===== src/rtl/imc_pkg.sv =====
// Package: constants and carrier types of the input mapping and mode control
package imc_pkg;
    localparam int NUM_CH = 8;
    // Default channel attached to each direct input after reset
    localparam logic [7:0] MAP0_RST = 8'h04;
    localparam logic [7:0] MAP1_RST = 8'h08;
    localparam logic [7:0] OUT_RST  = 8'h00;
    localparam logic [7:0] PWMMAP_RST = 8'h00;
    localparam logic       ACT_RST  = 1'b0;
    localparam logic       PWMEN_RST = 1'b0;
    // Field positions in the write strobe vector
    localparam int WR_OUT   = 0;
    localparam int WR_MAP0  = 1;
    localparam int WR_MAP1  = 2;
    localparam int WR_PMAP0 = 3;
    localparam int WR_PMAP1 = 4;
    localparam int WR_CTRL  = 5;
    localparam int WR_N     = 6;

    typedef enum logic [1:0] {
        MODE_SLEEP = 2'b00,
        MODE_IDLE  = 2'b01,
        MODE_ACT   = 2'b10,
        MODE_LIMP  = 2'b11
    } imc_mode_t;

    // Supply flags from the undervoltage detectors
    typedef struct packed {
        logic vsUnder;
        logic vddUnder;
    } imc_supply_t;

    // Register write request from the serial interface
    typedef struct packed {
        logic [WR_N-1:0] strobe;
        logic [7:0]      data;
    } imc_wr_t;
endpackage


===== src/rtl/imc_mode_ctrl.sv =====
// Input mapping, channel drive combination and operating mode control
`timescale 1ns/10ps
module imc_mode_ctrl #(
    parameter int NCH = imc_pkg::NUM_CH
) (
    input  wire logic                ref_clk,
    input  wire logic                nrst,
    input  wire logic [1:0]          directInputN,
    input  wire logic                lowPowerN,
    input  wire imc_pkg::imc_supply_t supply,
    input  wire imc_pkg::imc_wr_t    wrReq,
    input  wire logic [1:0]          pwmGenOut,
    output logic [NCH-1:0]           chanDrive,
    output logic [1:0]               inputLevelMonitor,
    output imc_pkg::imc_mode_t       mode,
    output logic                     uvDetectEnable,
    output logic                     serialEnable,
    output logic [NCH-1:0]           outCtrl,
    output logic [NCH-1:0]           input0ChannelMap,
    output logic [NCH-1:0]           input1ChannelMap,
    output logic                     activeModeBit,
    output logic [1:0]               pwmGenEnable
);
    // Two-stage synchronisers; first stage read only by the second
    logic [2:0] syncA_q;
    logic [2:0] syncB_q;
    always_ff @(posedge ref_clk or negedge nrst) begin
        if (!nrst) begin
            syncA_q <= 3'h0;
            syncB_q <= 3'h0;
        end else begin
            syncA_q <= {lowPowerN, directInputN};
            syncB_q <= syncA_q;
        end
    end

    // Synchronised levels
    wire logic [1:0] inLvl    = syncB_q[1:0];
    wire logic       lpHigh   = syncB_q[2];
    wire logic       anyIn    = |inLvl;
    wire logic       sleepReq = !lpHigh && !anyIn;
    wire logic       limpReq  = !lpHigh && anyIn;
    // Registers held at default on pin low or logic supply low
    wire logic regClear = !lpHigh || supply.vddUnder;
    // Serial access refused with low-power pin low (sleep or fallback) or with logic supply low
    wire logic serOk = lpHigh && !supply.vddUnder;

    // Register state
    logic [NCH-1:0] out_q;
    logic [NCH-1:0] map0_q;
    logic [NCH-1:0] map1_q;
    logic [NCH-1:0] pmap0_q;
    logic [NCH-1:0] pmap1_q;
    logic           act_q;
    logic [1:0]     pwmEn_q;

    wire logic [imc_pkg::WR_N-1:0] wr = serOk ? wrReq.strobe : '0;
    wire logic [NCH-1:0] wdat = wrReq.data[NCH-1:0];

    // Register file; clear overrides writes
    always_ff @(posedge ref_clk or negedge nrst) begin
        if (!nrst) begin
            out_q   <= imc_pkg::OUT_RST;
            map0_q  <= imc_pkg::MAP0_RST;
            map1_q  <= imc_pkg::MAP1_RST;
            pmap0_q <= imc_pkg::PWMMAP_RST;
            pmap1_q <= imc_pkg::PWMMAP_RST;
            act_q   <= imc_pkg::ACT_RST;
            pwmEn_q <= {2{imc_pkg::PWMEN_RST}};
        end else if (regClear) begin
            out_q   <= imc_pkg::OUT_RST;
            map0_q  <= imc_pkg::MAP0_RST;
            map1_q  <= imc_pkg::MAP1_RST;
            pmap0_q <= imc_pkg::PWMMAP_RST;
            pmap1_q <= imc_pkg::PWMMAP_RST;
            act_q   <= imc_pkg::ACT_RST;
            pwmEn_q <= {2{imc_pkg::PWMEN_RST}};
        end else begin
            if (wr[imc_pkg::WR_OUT])   out_q   <= wdat;
            if (wr[imc_pkg::WR_MAP0])  map0_q  <= wdat;
            if (wr[imc_pkg::WR_MAP1])  map1_q  <= wdat;
            if (wr[imc_pkg::WR_PMAP0]) pmap0_q <= wdat;
            if (wr[imc_pkg::WR_PMAP1]) pmap1_q <= wdat;
            if (wr[imc_pkg::WR_CTRL]) begin
                act_q   <= wdat[0];
                pwmEn_q <= wdat[2:1];
            end
        end
    end

    // Gate a channel mask with one source level; shared by inputs and PWM
    function automatic logic [NCH-1:0] gateMap(input logic           en,
                                               input logic [NCH-1:0] m);
        gateMap = {NCH{en}} & m;
    endfunction

    // Drive combination; limp uses default map since registers are cleared
    wire logic [NCH-1:0] pwmDrv = gateMap(pwmGenOut[0] & pwmEn_q[0], pmap0_q)
                                | gateMap(pwmGenOut[1] & pwmEn_q[1], pmap1_q);
    wire logic [NCH-1:0] inDrv  = gateMap(inLvl[0], map0_q)
                                | gateMap(inLvl[1], map1_q);
    wire logic [NCH-1:0] drvRaw = out_q | pwmDrv | inDrv;
    // Main supply low forces all off; recovery is automatic
    wire logic [NCH-1:0] drv_d  = supply.vsUnder ? '0 : drvRaw;

    // Mode decision
    wire logic busy = act_q || (|out_q) || (|pwmEn_q);
    imc_pkg::imc_mode_t mode_d;
    always_comb begin
        case ({sleepReq, limpReq})
            2'b10:   mode_d = imc_pkg::MODE_SLEEP;
            2'b01:   mode_d = imc_pkg::MODE_LIMP;
            default: mode_d = busy ? imc_pkg::MODE_ACT
                                   : imc_pkg::MODE_IDLE;
        endcase
    end
    // Registered outputs
    always_ff @(posedge ref_clk or negedge nrst) begin
        if (!nrst) begin
            chanDrive         <= '0;
            inputLevelMonitor <= 2'h0;
            mode              <= imc_pkg::MODE_SLEEP;
            uvDetectEnable    <= 1'b0;
            serialEnable      <= 1'b0;
        end else begin
            chanDrive         <= drv_d;
            inputLevelMonitor <= inLvl;
            mode              <= mode_d;
            uvDetectEnable    <= !sleepReq;
            serialEnable      <= serOk;
        end
    end

    // Register copies for readback
    always_ff @(posedge ref_clk or negedge nrst) begin
        if (!nrst) begin
            outCtrl          <= '0;
            input0ChannelMap <= imc_pkg::MAP0_RST;
            input1ChannelMap <= imc_pkg::MAP1_RST;
            activeModeBit    <= 1'b0;
            pwmGenEnable     <= 2'h0;
        end else begin
            outCtrl          <= out_q;
            input0ChannelMap <= map0_q;
            input1ChannelMap <= map1_q;
            activeModeBit    <= act_q;
            pwmGenEnable     <= pwmEn_q;
        end
    end

    // Checks
    a_main_uv_off: assert property (@(posedge ref_clk) disable iff (!nrst)
        supply.vsUnder |=> chanDrive == '0)
        else $error("channels on under main supply undervoltage");
    a_sleep_mode: assert property (@(posedge ref_clk) disable iff (!nrst)
        sleepReq |=> mode == imc_pkg::MODE_SLEEP && !uvDetectEnable)
        else $error("sleep not entered");
    a_limp_mode: assert property (@(posedge ref_clk) disable iff (!nrst)
        limpReq |=> mode == imc_pkg::MODE_LIMP)
        else $error("fallback mode not entered");
    a_reg_clear: assert property (@(posedge ref_clk) disable iff (!nrst)
        regClear |=> map0_q == imc_pkg::MAP0_RST && out_q == '0)
        else $error("registers not defaulted");
    a_serial_off: assert property (@(posedge ref_clk) disable iff (!nrst)
        (sleepReq || supply.vddUnder) |=> !serialEnable)
        else $error("serial enabled while refused");
    a_monitor_lvl: assert property (@(posedge ref_clk) disable iff (!nrst)
        ##1 inputLevelMonitor == $past(directInputN, 3))
        else $error("input monitor wrong");
    a_map_drive: assert property (@(posedge ref_clk) disable iff (!nrst)
        (!supply.vsUnder && inLvl[0] && map0_q[2]) |=> chanDrive[2])
        else $error("mapped input not driving");
    a_sync_delay: assert property (@(posedge ref_clk) disable iff (!nrst)
        ##2 inLvl == $past(directInputN, 2))
        else $error("synchroniser delay wrong");

    // Low-power pin takes the same two-flop path as the inputs
    a_sync_lp: assert property (@(posedge ref_clk) disable iff (!nrst)
        ##2 lpHigh == $past(lowPowerN, 2))
        else $error("low-power pin delay wrong");

    // Second map also returns to its default channel
    a_map1_default: assert property (@(posedge ref_clk) disable iff (!nrst)
        regClear |=> map1_q == imc_pkg::MAP1_RST)
        else $error("second map not defaulted");

    // PWM maps and control bits clear with the rest
    a_pwm_clear: assert property (@(posedge ref_clk) disable iff (!nrst)
        regClear |=> pmap0_q == imc_pkg::PWMMAP_RST
            && pmap1_q == imc_pkg::PWMMAP_RST
            && !act_q && pwmEn_q == 2'h0)
        else $error("control registers not defaulted");

    // A refused write never reaches the output bits
    a_write_refused: assert property (@(posedge ref_clk) disable iff (!nrst)
        !serOk |=> out_q == imc_pkg::OUT_RST)
        else $error("refused write landed");

    // Accepted map and output bit writes land at the strobe edge
    a_write_map0: assert property (@(posedge ref_clk) disable iff (!nrst)
        (serOk && wrReq.strobe[imc_pkg::WR_MAP0])
            |=> map0_q == $past(wrReq.data))
        else $error("first map write lost");
    a_write_map1: assert property (@(posedge ref_clk) disable iff (!nrst)
        (serOk && wrReq.strobe[imc_pkg::WR_MAP1])
            |=> map1_q == $past(wrReq.data))
        else $error("second map write lost");
    a_write_out: assert property (@(posedge ref_clk) disable iff (!nrst)
        (serOk && wrReq.strobe[imc_pkg::WR_OUT])
            |=> out_q == $past(wrReq.data))
        else $error("output bit write lost");

    // Every set output bit reaches its channel
    a_out_drive: assert property (@(posedge ref_clk) disable iff (!nrst)
        !supply.vsUnder
            |=> (chanDrive & $past(out_q)) == $past(out_q))
        else $error("output bit not driving");

    // Second input reaches its default channel
    a_in1_drive: assert property (@(posedge ref_clk) disable iff (!nrst)
        (!supply.vsUnder && inLvl[1] && map1_q[3]) |=> chanDrive[3])
        else $error("second input not driving");

    // Enabled first PWM generator reaches all its mapped channels
    a_pwm_drive: assert property (@(posedge ref_clk) disable iff (!nrst)
        (!supply.vsUnder && pwmGenOut[0] && pwmEn_q[0])
            |=> (chanDrive & $past(pmap0_q)) == $past(pmap0_q))
        else $error("PWM generator not driving");

    // With no source at all every channel stays off
    a_no_source: assert property (@(posedge ref_clk) disable iff (!nrst)
        (out_q == '0 && inLvl == 2'h0 && pwmGenOut == 2'h0)
            |=> chanDrive == '0)
        else $error("channel on without source");

    // Fallback runs from the default maps
    a_limp_maps: assert property (@(posedge ref_clk) disable iff (!nrst)
        limpReq |=> map0_q == imc_pkg::MAP0_RST
            && map1_q == imc_pkg::MAP1_RST)
        else $error("fallback without default maps");

    // Detectors stay on in fallback, only sleep turns them off
    a_limp_uv_on: assert property (@(posedge ref_clk) disable iff (!nrst)
        limpReq |=> uvDetectEnable)
        else $error("detectors off in fallback");

    // Idle and active chosen from the register state
    a_idle_mode: assert property (@(posedge ref_clk) disable iff (!nrst)
        (lpHigh && !busy) |=> mode == imc_pkg::MODE_IDLE)
        else $error("idle not chosen");
    a_active_mode: assert property (@(posedge ref_clk) disable iff (!nrst)
        (lpHigh && busy) |=> mode == imc_pkg::MODE_ACT)
        else $error("active not chosen");

    // Serial access is open whenever nothing refuses it
    a_serial_on: assert property (@(posedge ref_clk) disable iff (!nrst)
        serOk |=> serialEnable)
        else $error("serial refused without cause");
    a_vdd_serial: assert property (@(posedge ref_clk) disable iff (!nrst)
        supply.vddUnder |=> !serialEnable)
        else $error("serial open with logic supply low");

    // Both supplies low: no drive and no serial access
    a_both_uv: assert property (@(posedge ref_clk) disable iff (!nrst)
        (supply.vsUnder && supply.vddUnder)
            |=> chanDrive == '0 && !serialEnable)
        else $error("activity with both supplies low");

    // Drive returns by itself once the main supply recovers
    a_uv_recover: assert property (@(posedge ref_clk) disable iff (!nrst)
        (!supply.vsUnder && $past(supply.vsUnder) && out_q != '0)
            |=> chanDrive != '0)
        else $error("drive not restored");

    // Monitor keeps working in fallback and reads low in sleep
    a_monitor_limp: assert property (@(posedge ref_clk) disable iff (!nrst)
        limpReq |=> inputLevelMonitor != 2'h0)
        else $error("monitor dead in fallback");
    a_monitor_sleep: assert property (@(posedge ref_clk) disable iff (!nrst)
        sleepReq |=> inputLevelMonitor == 2'h0)
        else $error("monitor high in sleep");
endmodule // imc_mode_ctrl


===== config.mk =====
export PLATFORM = sky130hd
export DESIGN_NAME = imc_mode_ctrl
export DESIGN_NICKNAME = d
export VERILOG_FILES = /design/src/rtl/imc_pkg.sv /design/src/rtl/imc_mode_ctrl.sv
export SDC_FILE = /design/constraint.sdc
export NUM_CORES = 1
export LEC_CHECK = 0
export BUFFER_PORTS_ARGS = -buffer_cell sky130_fd_sc_hd__buf_2
export CAP_MARGIN = 20
export CORE_MARGIN = 5
export CORE_UTILIZATION = 45
export DETAILED_ROUTE_END_ITERATION = 8
export GPL_ROUTABILITY_DRIVEN = 0
export GPL_TIMING_DRIVEN = 0
export HOLD_SLACK_MARGIN = 0.12
export MAX_ROUTING_LAYER = met4
export PLACE_DENSITY = 0.67
export SLEW_MARGIN = 20
export SYNTH_ARGS = -nofsm -noshare
export SYNTH_HDL_FRONTEND = slang
export SYNTH_SLANG_ARGS = --single-unit

===== constraint.sdc =====
create_clock -name ref_clk -period 1.3 [get_ports ref_clk]
set_input_delay 0.13 -clock ref_clk [delete_from_list [all_inputs] [get_ports ref_clk]]
set_output_delay 0.13 -clock ref_clk [all_outputs]
set_load 0.01 [all_outputs]

==> metrics.csv, run 1 <==
stage,metric,value,unit
timing,rsz0062_at_grt,yes,
floorplan,die_w,94.53,um
power,switching_share,22.63,%
synth,syn_inst,228,
setup_path,crit_path_end_kind,register,
floorplan,row_count,30,
setup_path,critPathKind,reg2reg,
hold_path,hold_class,in2reg,
clock_network,clkSinkCount,90,
global_routing,grt_start_max_net_pins,52,
setup_path,crit_end,mode[1]$_DFF_PN0_,
setup_path,cp_max_fo,4,
power,p_comb_share,9.0,%
setup_path,r2r_end,mode[1]$_DFF_PN0_,
setup_path,crit_path_start,out_q[6]$_DFFE_PN0P_,
drt,routed_wirelength,6.704,mm
setup_path,worstPathRequired,1.51,ns
synth,synth_top_family_by_area,multiplexers,
clock_network,clk_path_buf_depth,2,
drt,num_vias,2049,
drt,drc,0,
global_routing,grt_pass1_vias,2090,
place,numPortBuffers,57,
floorplan,start_util,46.81,%
global_routing,track_usage,17.22,%
drt,drt-pass1-iter-count,4,
drt,avgRoutedWirePerCell,16.43,um
power,power.leakage,2.047,nW
finish,nets,330,
timing,fmax,823.8,MHz
setup_path,reg2reg_depth,3,
drt,drt_iter0_drc,99,
timing,tightest_slew,0.5604,ns
timing,skew,0.005538,ns
setup_path,cpPeakStageDelay,0.43,ns
global_routing,antenna_found_initial,0,
timing,slew_headroom,62.64,%
synth,ys_seq_area_share,70.19,%
setup_path,crit_arrival,1.43,ns
clock_network,clkTransAtPathRegs,0.08,ns
power,intPower,4.039,mW
drt,ant_nets,0,
synth,synth_area_per_cell,14.10,um2
timing,fin_crit_sh,93.38,%
synth,synth_xor_area_share,0,%
setup_path,critPathLaunchType,register,
power,p_seq_share,56.5,%
power,power_density,1322,nW/um2
synth,syn_area,3216,um2
synth,synth_seq_cells,90,
timing,finalSetupTns,0,ns
power,p_switching,1.181,mW
timing,slew_violations,0,
floorplan,chipHeight,94.53,um
timing,hold_ws,0.1462,ns
drt,viasPerCell,5.022,
synth,synth-simple-area-share,7.315,%
job,cap_violations,0,
setup_path,ff2ff_setup_slack,0.09,ns
synth,synth_compound_area_share,5.603,%
finish,diodes,0,
power,ir_drop,540.5,uV
place,post-dp-hpwl,4.603,mm
synth,muxShareOfSynthArea,13.39,%
floorplan,coreArea,6869,um2
synth,synth.area.top_cells,"dfrtp_1 67%, mux2i_1 13%, nor2_1 4.8%, dfstp_2 3.3%, a221oi_1 2.2%",
timing,setup_viol,0,
clock_network,cts_tree,built,
global_routing,grt_pass1_wl,11.14,mm
synth,yosys.area_share.adder,0,%
outcome,outcome,finished clean,
setup_path,r2r-start,out_q[6]$_DFFE_PN0P_,
floorplan,pin_count,64,
clock_network,clock_latency,0.34,ns
power,p_clk_share,34.5,%
finish,layout-drive-gt1-share,29.49,%
synth,ys_types,22,
global_routing,overflow,0,
synth,netlist.area_leader.share,66.93,%
synth,yosysTopAreaCell,dfrtp_1,
timing,min_period,1.214,ns
synth,syn-num-nets,251,
timing,hold_viol,0,
clock_network,clockRootBuffer,clkbuf_8,
clock_network,numCtsBuffers,9,
finish,areaGrowthSynthToFinish,22.80,%
floorplan,fp.dieArea,8936,um2
setup_path,slowest_stage,dfrtp_1,
clock_network,cts_max_level,3,
setup_path,path_cells,nor4_2 > and3_1 > a21oi_1,
synth,synth_warnings,0,
[metrics by stage]
step	cells	worst slack (ns)	total power, mW	utilization (%)	cell area [um2]
2_1_floorplan	228	0.2714	3.232	-	3216
3_3_place_gp	381	-0.6299	3.438	52.71	3621
3_5_place_dp	382	-0.03509	3.459	53.15	3651
4_1_cts	408	0.01423	5.283	57.47	3948
5_1_grt	408	-0.02169	5.471	57.49	3949
6_report	408	0.08610	5.221	57.49	3949
[worst max-delay path, delay by kind of cell, from the launching register on]
| kind | cells | cell delay [ns] |
|---|---|---|
| and+or+nand+nor | 2 | 0.60 |
| DFF | 1 | 0.43 |
| AOI/OAI and AO/OA | 1 | 0.07 |
[kinds of logic (layout without fill, tap and decap cells)]
| logic type | count (synthesis) | count (layout) |
|---|---|---|
| flip-flops | 90 | 90 |
| AND/OR/NAND/NOR | 52 | 52 |
| multiplexers | 43 | 43 |
| AO/OA/AOI/OAI | 26 | 26 |
| buffers and inverters | 17 | 101 |
[Yosys cell counts, drive strengths merged]
| master | n |
|---|---|
| and3 | 1 |
| nand2b | 1 |
| mux2i | 43 |
| a22oi | 8 |
| buf | 11 |
| and2 | 2 |
| nor3 | 2 |
| a21oi | 10 |
| nor2 | 41 |
| nand2 | 2 |
| inv | 2 |
| nor4 | 2 |
| clkbuf | 4 |
| nand3 | 1 |
| dfrtp | 86 |
| a221oi | 8 |
| dfstp | 4 |
[layer usage]
| layer | share of wire [%] | GRT usage [%] | vias up |
|---|---|---|---|
| met1 | 46 | 23.73 | 1026 |
| met4 | 1.0 | 6.130 | 0 |
| met3 | 5.5 | 3.267 | 8 |
| li1 | - | - | 944 |
| met2 | 48 | 25.71 | 71 |
| met5 | 0 | - | - |
[worst min-delay path by stage]
stage                          from  depth (start not counted)                             end
finish                     wrReq[2]                          3           map0_q[2]$_DFFE_PN1P_
global placement    directInputN[0]                          1            syncA_q[0]$_DFF_PN0_
detailed placement             nrst                          1  inputLevelMonitor[1]$_DFF_PN0_
floorplan                      nrst                          0               act_q$_DFFE_PN0P_
CTS                        wrReq[2]                          3           map0_q[2]$_DFFE_PN1P_
global route               wrReq[2]                          3           map0_q[2]$_DFFE_PN1P_
[cell usage in the layout, fill, tap and decap left out, drive strengths merged, types with 4 or more instances in the layout]
cell         count
mux2i           43
nor2            41
a21oi           10
buf             69
dlygate4sd3     10
a22oi            8
a221oi           8
dfrtp           86
clkbuf          17
dfstp            4
[final cells by class]
cell class	count	area, um2
Clock buffer	13	148.9
Fill cell	572	2920
Tap cell	96	120.1
Multi-Input combinational cell	121	852.1
Buffer	15	107.6
Timing Repair Buffer	68	415.4
Inverter	2	7.507
Clock inverter	3	40.04
Sequential cell	90	2257
[timing repair]
action,CTS,global route
endpoints found under the hold margin,65,0
gates resized for setup,2,2
buffers inserted,0,0
setup endpoints to repair,1,11
hold buffers,10,0
[power groups by stage]
stage	Combinational [mW]	Sequential, mW	Clock [mW]
5_1_grt	0.521	2.97	1.98
2_1_floorplan	0.205	3.03	0
4_1_cts	0.478	2.95	1.85
3_5_place_dp	0.451	3.01	0
6_report	0.470	2.95	1.80
3_3_place_gp	0.433	3.00	0
(Power assumes the default switching activity.)
==> run 2: changes to the inputs <==
Settings changed: PLACE_DENSITY 0.67 to 0.71.
==> run 2 against run 1 <==
Against the previous run:
- first-iteration DRC count up 27%
- worst hold slack worse by 0.00061 ns
- design area up 0.25%
- register-to-register slack better by 0.02 ns
- die area unchanged
- global-route usage about the same
- routed wire length up 2.1%
- largest power group unchanged
- fmax up 1.3%
- critical path depth unchanged
- worst setup slack better by 0.016 ns
==> metrics.csv, run 2 (same netlist as run 1, synthesis figures left out) <==
stage,metric,value,unit,change
drt,num_vias,1994,,"was 2,049"
clock_network,cts_tree,built,,unchanged
clock_network,clk_path_buf_depth,2,,unchanged
floorplan,start_util,46.81,%,unchanged
place,dpl.cell_count,382,,unchanged
global_routing,track_usage,17.26,%,was 17.22%
power,power.leakage,2.052,nW,was 2.047 nW
drt,routed_wirelength,6.846,mm,was 6.704 mm
timing,tightest_slew,0.4868,ns,was 0.5604 ns
setup_path,crit_path_start,syncB_q[0]$_DFF_PN0_,,was out_q[6]$_DFFE_PN0P_
clock_network,clock_latency,0.35,ns,was 0.34 ns
timing,hold_viol,0,,unchanged
setup_path,critPathKind,reg2reg,,unchanged
global_routing,antenna_found_initial,0,,unchanged
finish,diodes,0,,unchanged
finish,final_common_cell,dfrtp_1,,unchanged
outcome,outcome,finished clean,,unchanged
timing,hold_ws,0.1456,ns,was 0.1462 ns
setup_path,critPathLaunchType,register,,unchanged
place,numPortBuffers,57,,unchanged
finish,layout.cells.non_filler,408,,unchanged
place,post-dp-hpwl,4.562,mm,was 4.603 mm
floorplan,chipHeight,94.53,um,unchanged
global_routing,grt_pass1_wl,11.02,mm,was 11.14 mm
setup_path,r2r-start,syncB_q[0]$_DFF_PN0_,,was out_q[6]$_DFFE_PN0P_
floorplan,fp.dieArea,8936,um2,unchanged
drt,ant_nets,0,,unchanged
finish,layout-drive-gt1-share,29.81,%,was 29.49%
clock_network,clkSinkCount,90,,unchanged
job,cap_violations,0,,unchanged
setup_path,cp_max_fo,9,,was 4
floorplan,coreArea,6869,um2,unchanged
finish,areaGrowthSynthToFinish,23.11,%,was 22.80%
drt,drt-pass1-iter-count,4,,unchanged
timing,skew,0.005967,ns,was 0.005538 ns
timing,slew_headroom,67.55,%,was 62.64%
timing,finalSetupTns,0,ns,unchanged
floorplan,die_w,94.53,um,unchanged
drt,drt_iter0_drc,126,,was 99
clock_network,clkTransAtPathRegs,0.08,ns,about the same
finish,nets,330,,unchanged
setup_path,worstPathRequired,1.51,ns,about the same
timing,fmax,834.7,MHz,was 823.8 MHz
setup_path,crit_path_end_kind,register,,unchanged
timing,rsz0062_at_grt,no,,was yes
timing,fin_crit_sh,92.16,%,was 93.38%
clock_network,cts_max_level,3,,unchanged
timing,setup_viol,0,,unchanged
clock_network,clockRootBuffer,clkbuf_8,,unchanged
global_routing,grt_start_max_net_pins,61,,was 52
finish,post-route-cell-area,3959,um2,was 3949 um2
power,ir_drop,658.0,uV,was 540.5 uV
global_routing,grt_pass1_vias,2072,,"was 2,090"
drt,viasPerCell,4.887,,was 5.022
drt,avgRoutedWirePerCell,16.78,um,was 16.43 um
finish,final_util,57.63,%,was 57.49%
floorplan,pin_count,64,,unchanged
clock_network,numCtsBuffers,9,,unchanged
hold_path,hold_class,in2reg,,unchanged
drt,drc,0,,unchanged
timing,min_period,1.198,ns,was 1.214 ns
global_routing,overflow,0,,unchanged
setup_path,crit_arrival,1.41,ns,was 1.43 ns
clock_network,post_cts_buffers,0,,unchanged
power,power_density,1336,nW/um2,was 1322 nW/um2
finish,most-common-layout-cells,"86 x dfrtp_1, 60 x buf_2, 43 x mux2i_1",,unchanged
place,placed_cell_area,3651,um2,unchanged
floorplan,row_count,30,,unchanged
hold_path,hp-start,wrReq[0],,was wrReq[2]
timing,slew_violations,0,,unchanged
## run 2: path summary, 6_finish.rpt
path                                          end  slack, ns  depth (start not counted)
setup reg to reg           chanDrive[1]$_DFF_PN0_       0.10                          3
max in group asynchronous    out_q[7]$_DFFE_PN0P_       0.43                          3
setup / recovery           chanDrive[1]$_DFF_PN0_       0.10                          3
hold reg to reg              syncB_q[2]$_DFF_PN0_       0.35                          0
hold / removal              map0_q[0]$_DFFE_PN0P_       0.15                          3
min in group asynchronous    syncB_q[1]$_DFF_PN0_       0.26                          2
## run 2: layer usage
layer  vias up  track usage (%)  part of all wire, %
met5         -                -                    0
met4         0            8.413                  1.9
met3         9            2.629                  5.8
met2        70            25.47                   48
met1       977            23.48                   44
li1        938                -                    -
## run 2: worst max-delay path, cell delays in order (launching register included)
cell and delay, ns:
dfrtp_1 0.38, clkbuf_2 0.23, a221oi_1 0.35, a21oi_1 0.11
## run 2: what timing repair did
item,CTS,global route
setup endpoints to repair,1,10
endpoints found under the hold margin,123,0
hold buffers,11,0
resized for setup,0,3
## run 2: stage by stage
step | power, mW | worst slack (ns)
floorplan | 3.232 | 0.2714
global placement | 3.435 | -0.6369
detailed placement | 3.457 | -0.006653
CTS | 5.336 | 0.002026
global route | 5.515 | 0.006810
finish | 5.288 | 0.1019
## run 2: layout make-up
class | count | area (um2)
buffer | 14 | 102.6
sequential | 90 | 2257
clock inverter | 5 | 53.80
timing repair buffer | 69 | 425.4
multi-input combinational | 121 | 850.8
tap | 96 | 120.1
clock buffer | 11 | 141.4
inverter | 2 | 7.507
fill | 595 | 2910
## run 2: power by group
group / internal (mW) / switching, mW
clock network: 0.935 / 0.933
logic: 0.200 / 0.261
registers: 2.90 / 0.0574
total: 4.04 / 1.25
==> run 3: changes to the inputs <==
Settings changed: CORE_UTILIZATION 45 to 54, PLACE_DENSITY 0.71 to 0.82.
==> run 3 against run 2 <==
Against the previous run:
- fmax down 3.4%
- clock power shrank 14%
- register-to-register slack worse by 0.04 ns
- design area down 1.5%
- count of clock-buffer cells in the layout down 1
- utilization rose by 9.0 points
- critical endpoint is now chanDrive[2]$_DFF_PN0_
- cell count decreased by 5.4%
==> metrics.csv, run 3 (same netlist as run 1, synthesis figures left out) <==
stage,metric,value,unit,change
outcome,outcome,finished clean,,unchanged
timing,setup_viol,0,,unchanged
setup_path,r2r_end,chanDrive[2]$_DFF_PN0_,,was chanDrive[1]$_DFF_PN0_
hold_path,whs_path_depth,3,,unchanged
finish,n_fill_cell,413,,was 595
power,power.leakage,2.028,nW,was 2.052 nW
timing,slew_headroom,66.40,%,was 67.55%
setup_path,cp_max_fo,9,,unchanged
setup_path,crit_arrival,1.45,ns,was 1.41 ns
clock_network,clk_path_buf_depth,2,,unchanged
clock_network,cts_tree,built,,unchanged
setup_path,ff2ff_setup_slack,0.06,ns,was 0.10 ns
global_routing,grt_start_max_net_pins,54,,was 61
clock_network,clkTransAtPathRegs,0.08,ns,about the same
clock_network,clockRootBuffer,clkbuf_8,,unchanged
clock_network,cts_max_level,3,,unchanged
timing,min_period,1.241,ns,was 1.198 ns
setup_path,crit_family,compound AO/OA/AOI/OAI gates,,unchanged
floorplan,fp.dieArea,7598,um2,was 8936 um2
place,numPortBuffers,57,,unchanged
power,ir_drop,730.2,uV,was 658.0 uV
global_routing,overflow,0,,unchanged
setup_path,worstPathRequired,1.51,ns,about the same
drt,drc,0,,unchanged
clock_network,clkSinkCount,90,,unchanged
floorplan,pin_count,64,,unchanged
timing,fmax,805.9,MHz,was 834.7 MHz
finish,diodes,0,,unchanged
setup_path,critPathLaunchType,register,,unchanged
drt,routed_wirelength,7.032,mm,was 6.846 mm
timing,tightest_slew,0.5039,ns,was 0.4868 ns
timing,skew,0.008963,ns,was 0.005967 ns
setup_path,critPathBufInv,1,,unchanged
setup_path,cpPeakStageDelay,0.39,ns,was 0.38 ns
finish,areaGrowthSynthToFinish,21.32,%,was 23.11%
global_routing,grt_pass1_wl,11.71,mm,was 11.02 mm
finish,final_common_cell,dfrtp_1,,unchanged
hold_path,hold_class,in2reg,,unchanged
timing,hold_viol,0,,unchanged
power,power_density,1290,nW/um2,was 1336 nW/um2
timing,fin_crit_sh,95.45,%,was 92.16%
clock_network,numCtsBuffers,9,,unchanged
hold_path,whs_endpoint,pwmEn_q[1]$_DFFE_PN0P_,,was map0_q[0]$_DFFE_PN0P_
finish,nets,330,,unchanged
floorplan,coreArea,5851,um2,was 6869 um2
timing,slew_violations,0,,unchanged
floorplan,row_count,28,,was 30
global_routing,track_usage,21.77,%,was 17.26%
timing,rsz0062_at_grt,no,,unchanged
setup_path,critPathKind,reg2reg,,unchanged
setup_path,slowest_stage,dfrtp_1,,unchanged
setup_path,path_cells,clkbuf_2 > a221oi_1 > a21oi_1,,unchanged
job,cap_violations,0,,unchanged
global_routing,antenna_found_initial,0,,unchanged
finish,layout-drive-gt1-share,29.26,%,was 29.81%
place,post-dp-hpwl,4.879,mm,was 4.562 mm
timing,finalSetupTns,0,ns,unchanged
finish,most-common-layout-cells,"86 x dfrtp_1, 60 x buf_2, 43 x mux2i_1",,unchanged
setup_path,crit_path_end_kind,register,,unchanged
clock_network,clock_latency,0.35,ns,about the same
setup_path,reg2reg_depth,3,,unchanged
global_routing,grt_pass1_vias,2268,,"was 2,072"
drt,drt-pass1-iter-count,4,,unchanged
drt,ant_nets,0,,unchanged
floorplan,die_w,87.17,um,was 94.53 um
floorplan,chipHeight,87.17,um,was 94.53 um
hold_path,hp-start,wrReq[2],,was wrReq[0]
finish,final_util,66.68,%,was 57.63%
drt,avgRoutedWirePerCell,18.22,um,was 16.78 um
floorplan,start_util,54.96,%,was 46.81%
drt,viasPerCell,5.381,,was 4.887
setup_path,r2r-start,syncB_q[0]$_DFF_PN0_,,unchanged
drt,drt_iter0_drc,190,,was 126
drt,num_vias,2077,,"was 1,994"
## run 3: changes by cell type in the layout (fill, tap and decap cells not counted), sizes merged
cell	previous run	this run
bufinv	1	0
clkbuf	14	13
clkinv	4	2
clkinvlp	0	3
## run 3: worst reg2reg max path, delay by kind of cell, from the launching register on
| family | cells | cell delay, ns |
|---|---|---|
| compound gates | 2 | 0.49 |
| buf+inv | 1 | 0.21 |
| flops | 1 | 0.39 |
## run 3: report_power, final
| group | total [mW] | internal [mW] | switching, mW |
|---|---|---|---|
| clock | 1.60 | 0.677 | 0.926 |
| combinational | 0.470 | 0.202 | 0.268 |
| sequential | 2.96 | 2.90 | 0.0600 |
## run 3: worst max-delay path by stage
stage / start / endpoint / slack, ns / cells after the start
after floorplan: out_q[1]$_DFFE_PN0P_ / mode[1]$_DFF_PN0_ / 0.27 / 3
after global placement: nrst / input0ChannelMap[4]$_DFF_PN0_ / -0.57 / 1
after detailed placement: syncB_q[0]$_DFF_PN0_ / chanDrive[0]$_DFF_PN0_ / 0.007 / 3
after CTS: syncB_q[1]$_DFF_PN0_ / chanDrive[0]$_DFF_PN0_ / 0.005 / 3
after global routing: out_q[6]$_DFFE_PN0P_ / mode[1]$_DFF_PN0_ / 0.001 / 3
final: syncB_q[0]$_DFF_PN0_ / chanDrive[2]$_DFF_PN0_ / 0.06 / 3
## run 3: final cells by class
class / instances / area (um2) / share of cell area (%)
buffer: 14 / 102.6 / 2.630
clock buffer: 10 / 127.6 / 3.271
clock inverter: 5 / 32.53 / 0.8339
inverter: 2 / 7.507 / 0.1924
multi-input combinational: 121 / 854.6 / 21.91
sequential: 90 / 2257 / 57.86
tap: 75 / 93.84 / 2.405
timing repair buffer: 69 / 425.4 / 10.90
## run 3: metal layers
metal / share of wire (%) / vias up / GRT usage (%)
met2: 49 / 93 / 31.40
met4: 2.4 / 0 / 10.88
met1: 40 / 1035 / 28.03
met5: 0 / - / -
li1: - / 936 / -
met3: 7.9 / 13 / 6.717
## run 3: timing repair
action,4_1_cts,5_1_grt
setup endpoints to repair,0,9
setup buffers,0,0
hold buffers,11,0
gates resized for setup,0,3
endpoints found under the hold margin,64,0
## run 3: per-stage QoR
stage / power (mW) / hold slack (ns) / setup slack (ns) / cells / area, um2
after floorplan: 3.232 / -0.1656 / 0.2714 / 228 / 3216
after global placement: 3.429 / 0.2375 / -0.5720 / 360 / 3595
after detailed placement: 3.462 / 0.1319 / 0.007184 / 361 / 3625
after CTS: 5.069 / 0.1369 / 0.005152 / 387 / 3895
after global routing: 5.267 / 0.1471 / 0.001381 / 386 / 3901
final: 5.034 / 0.1527 / 0.05919 / 386 / 3901
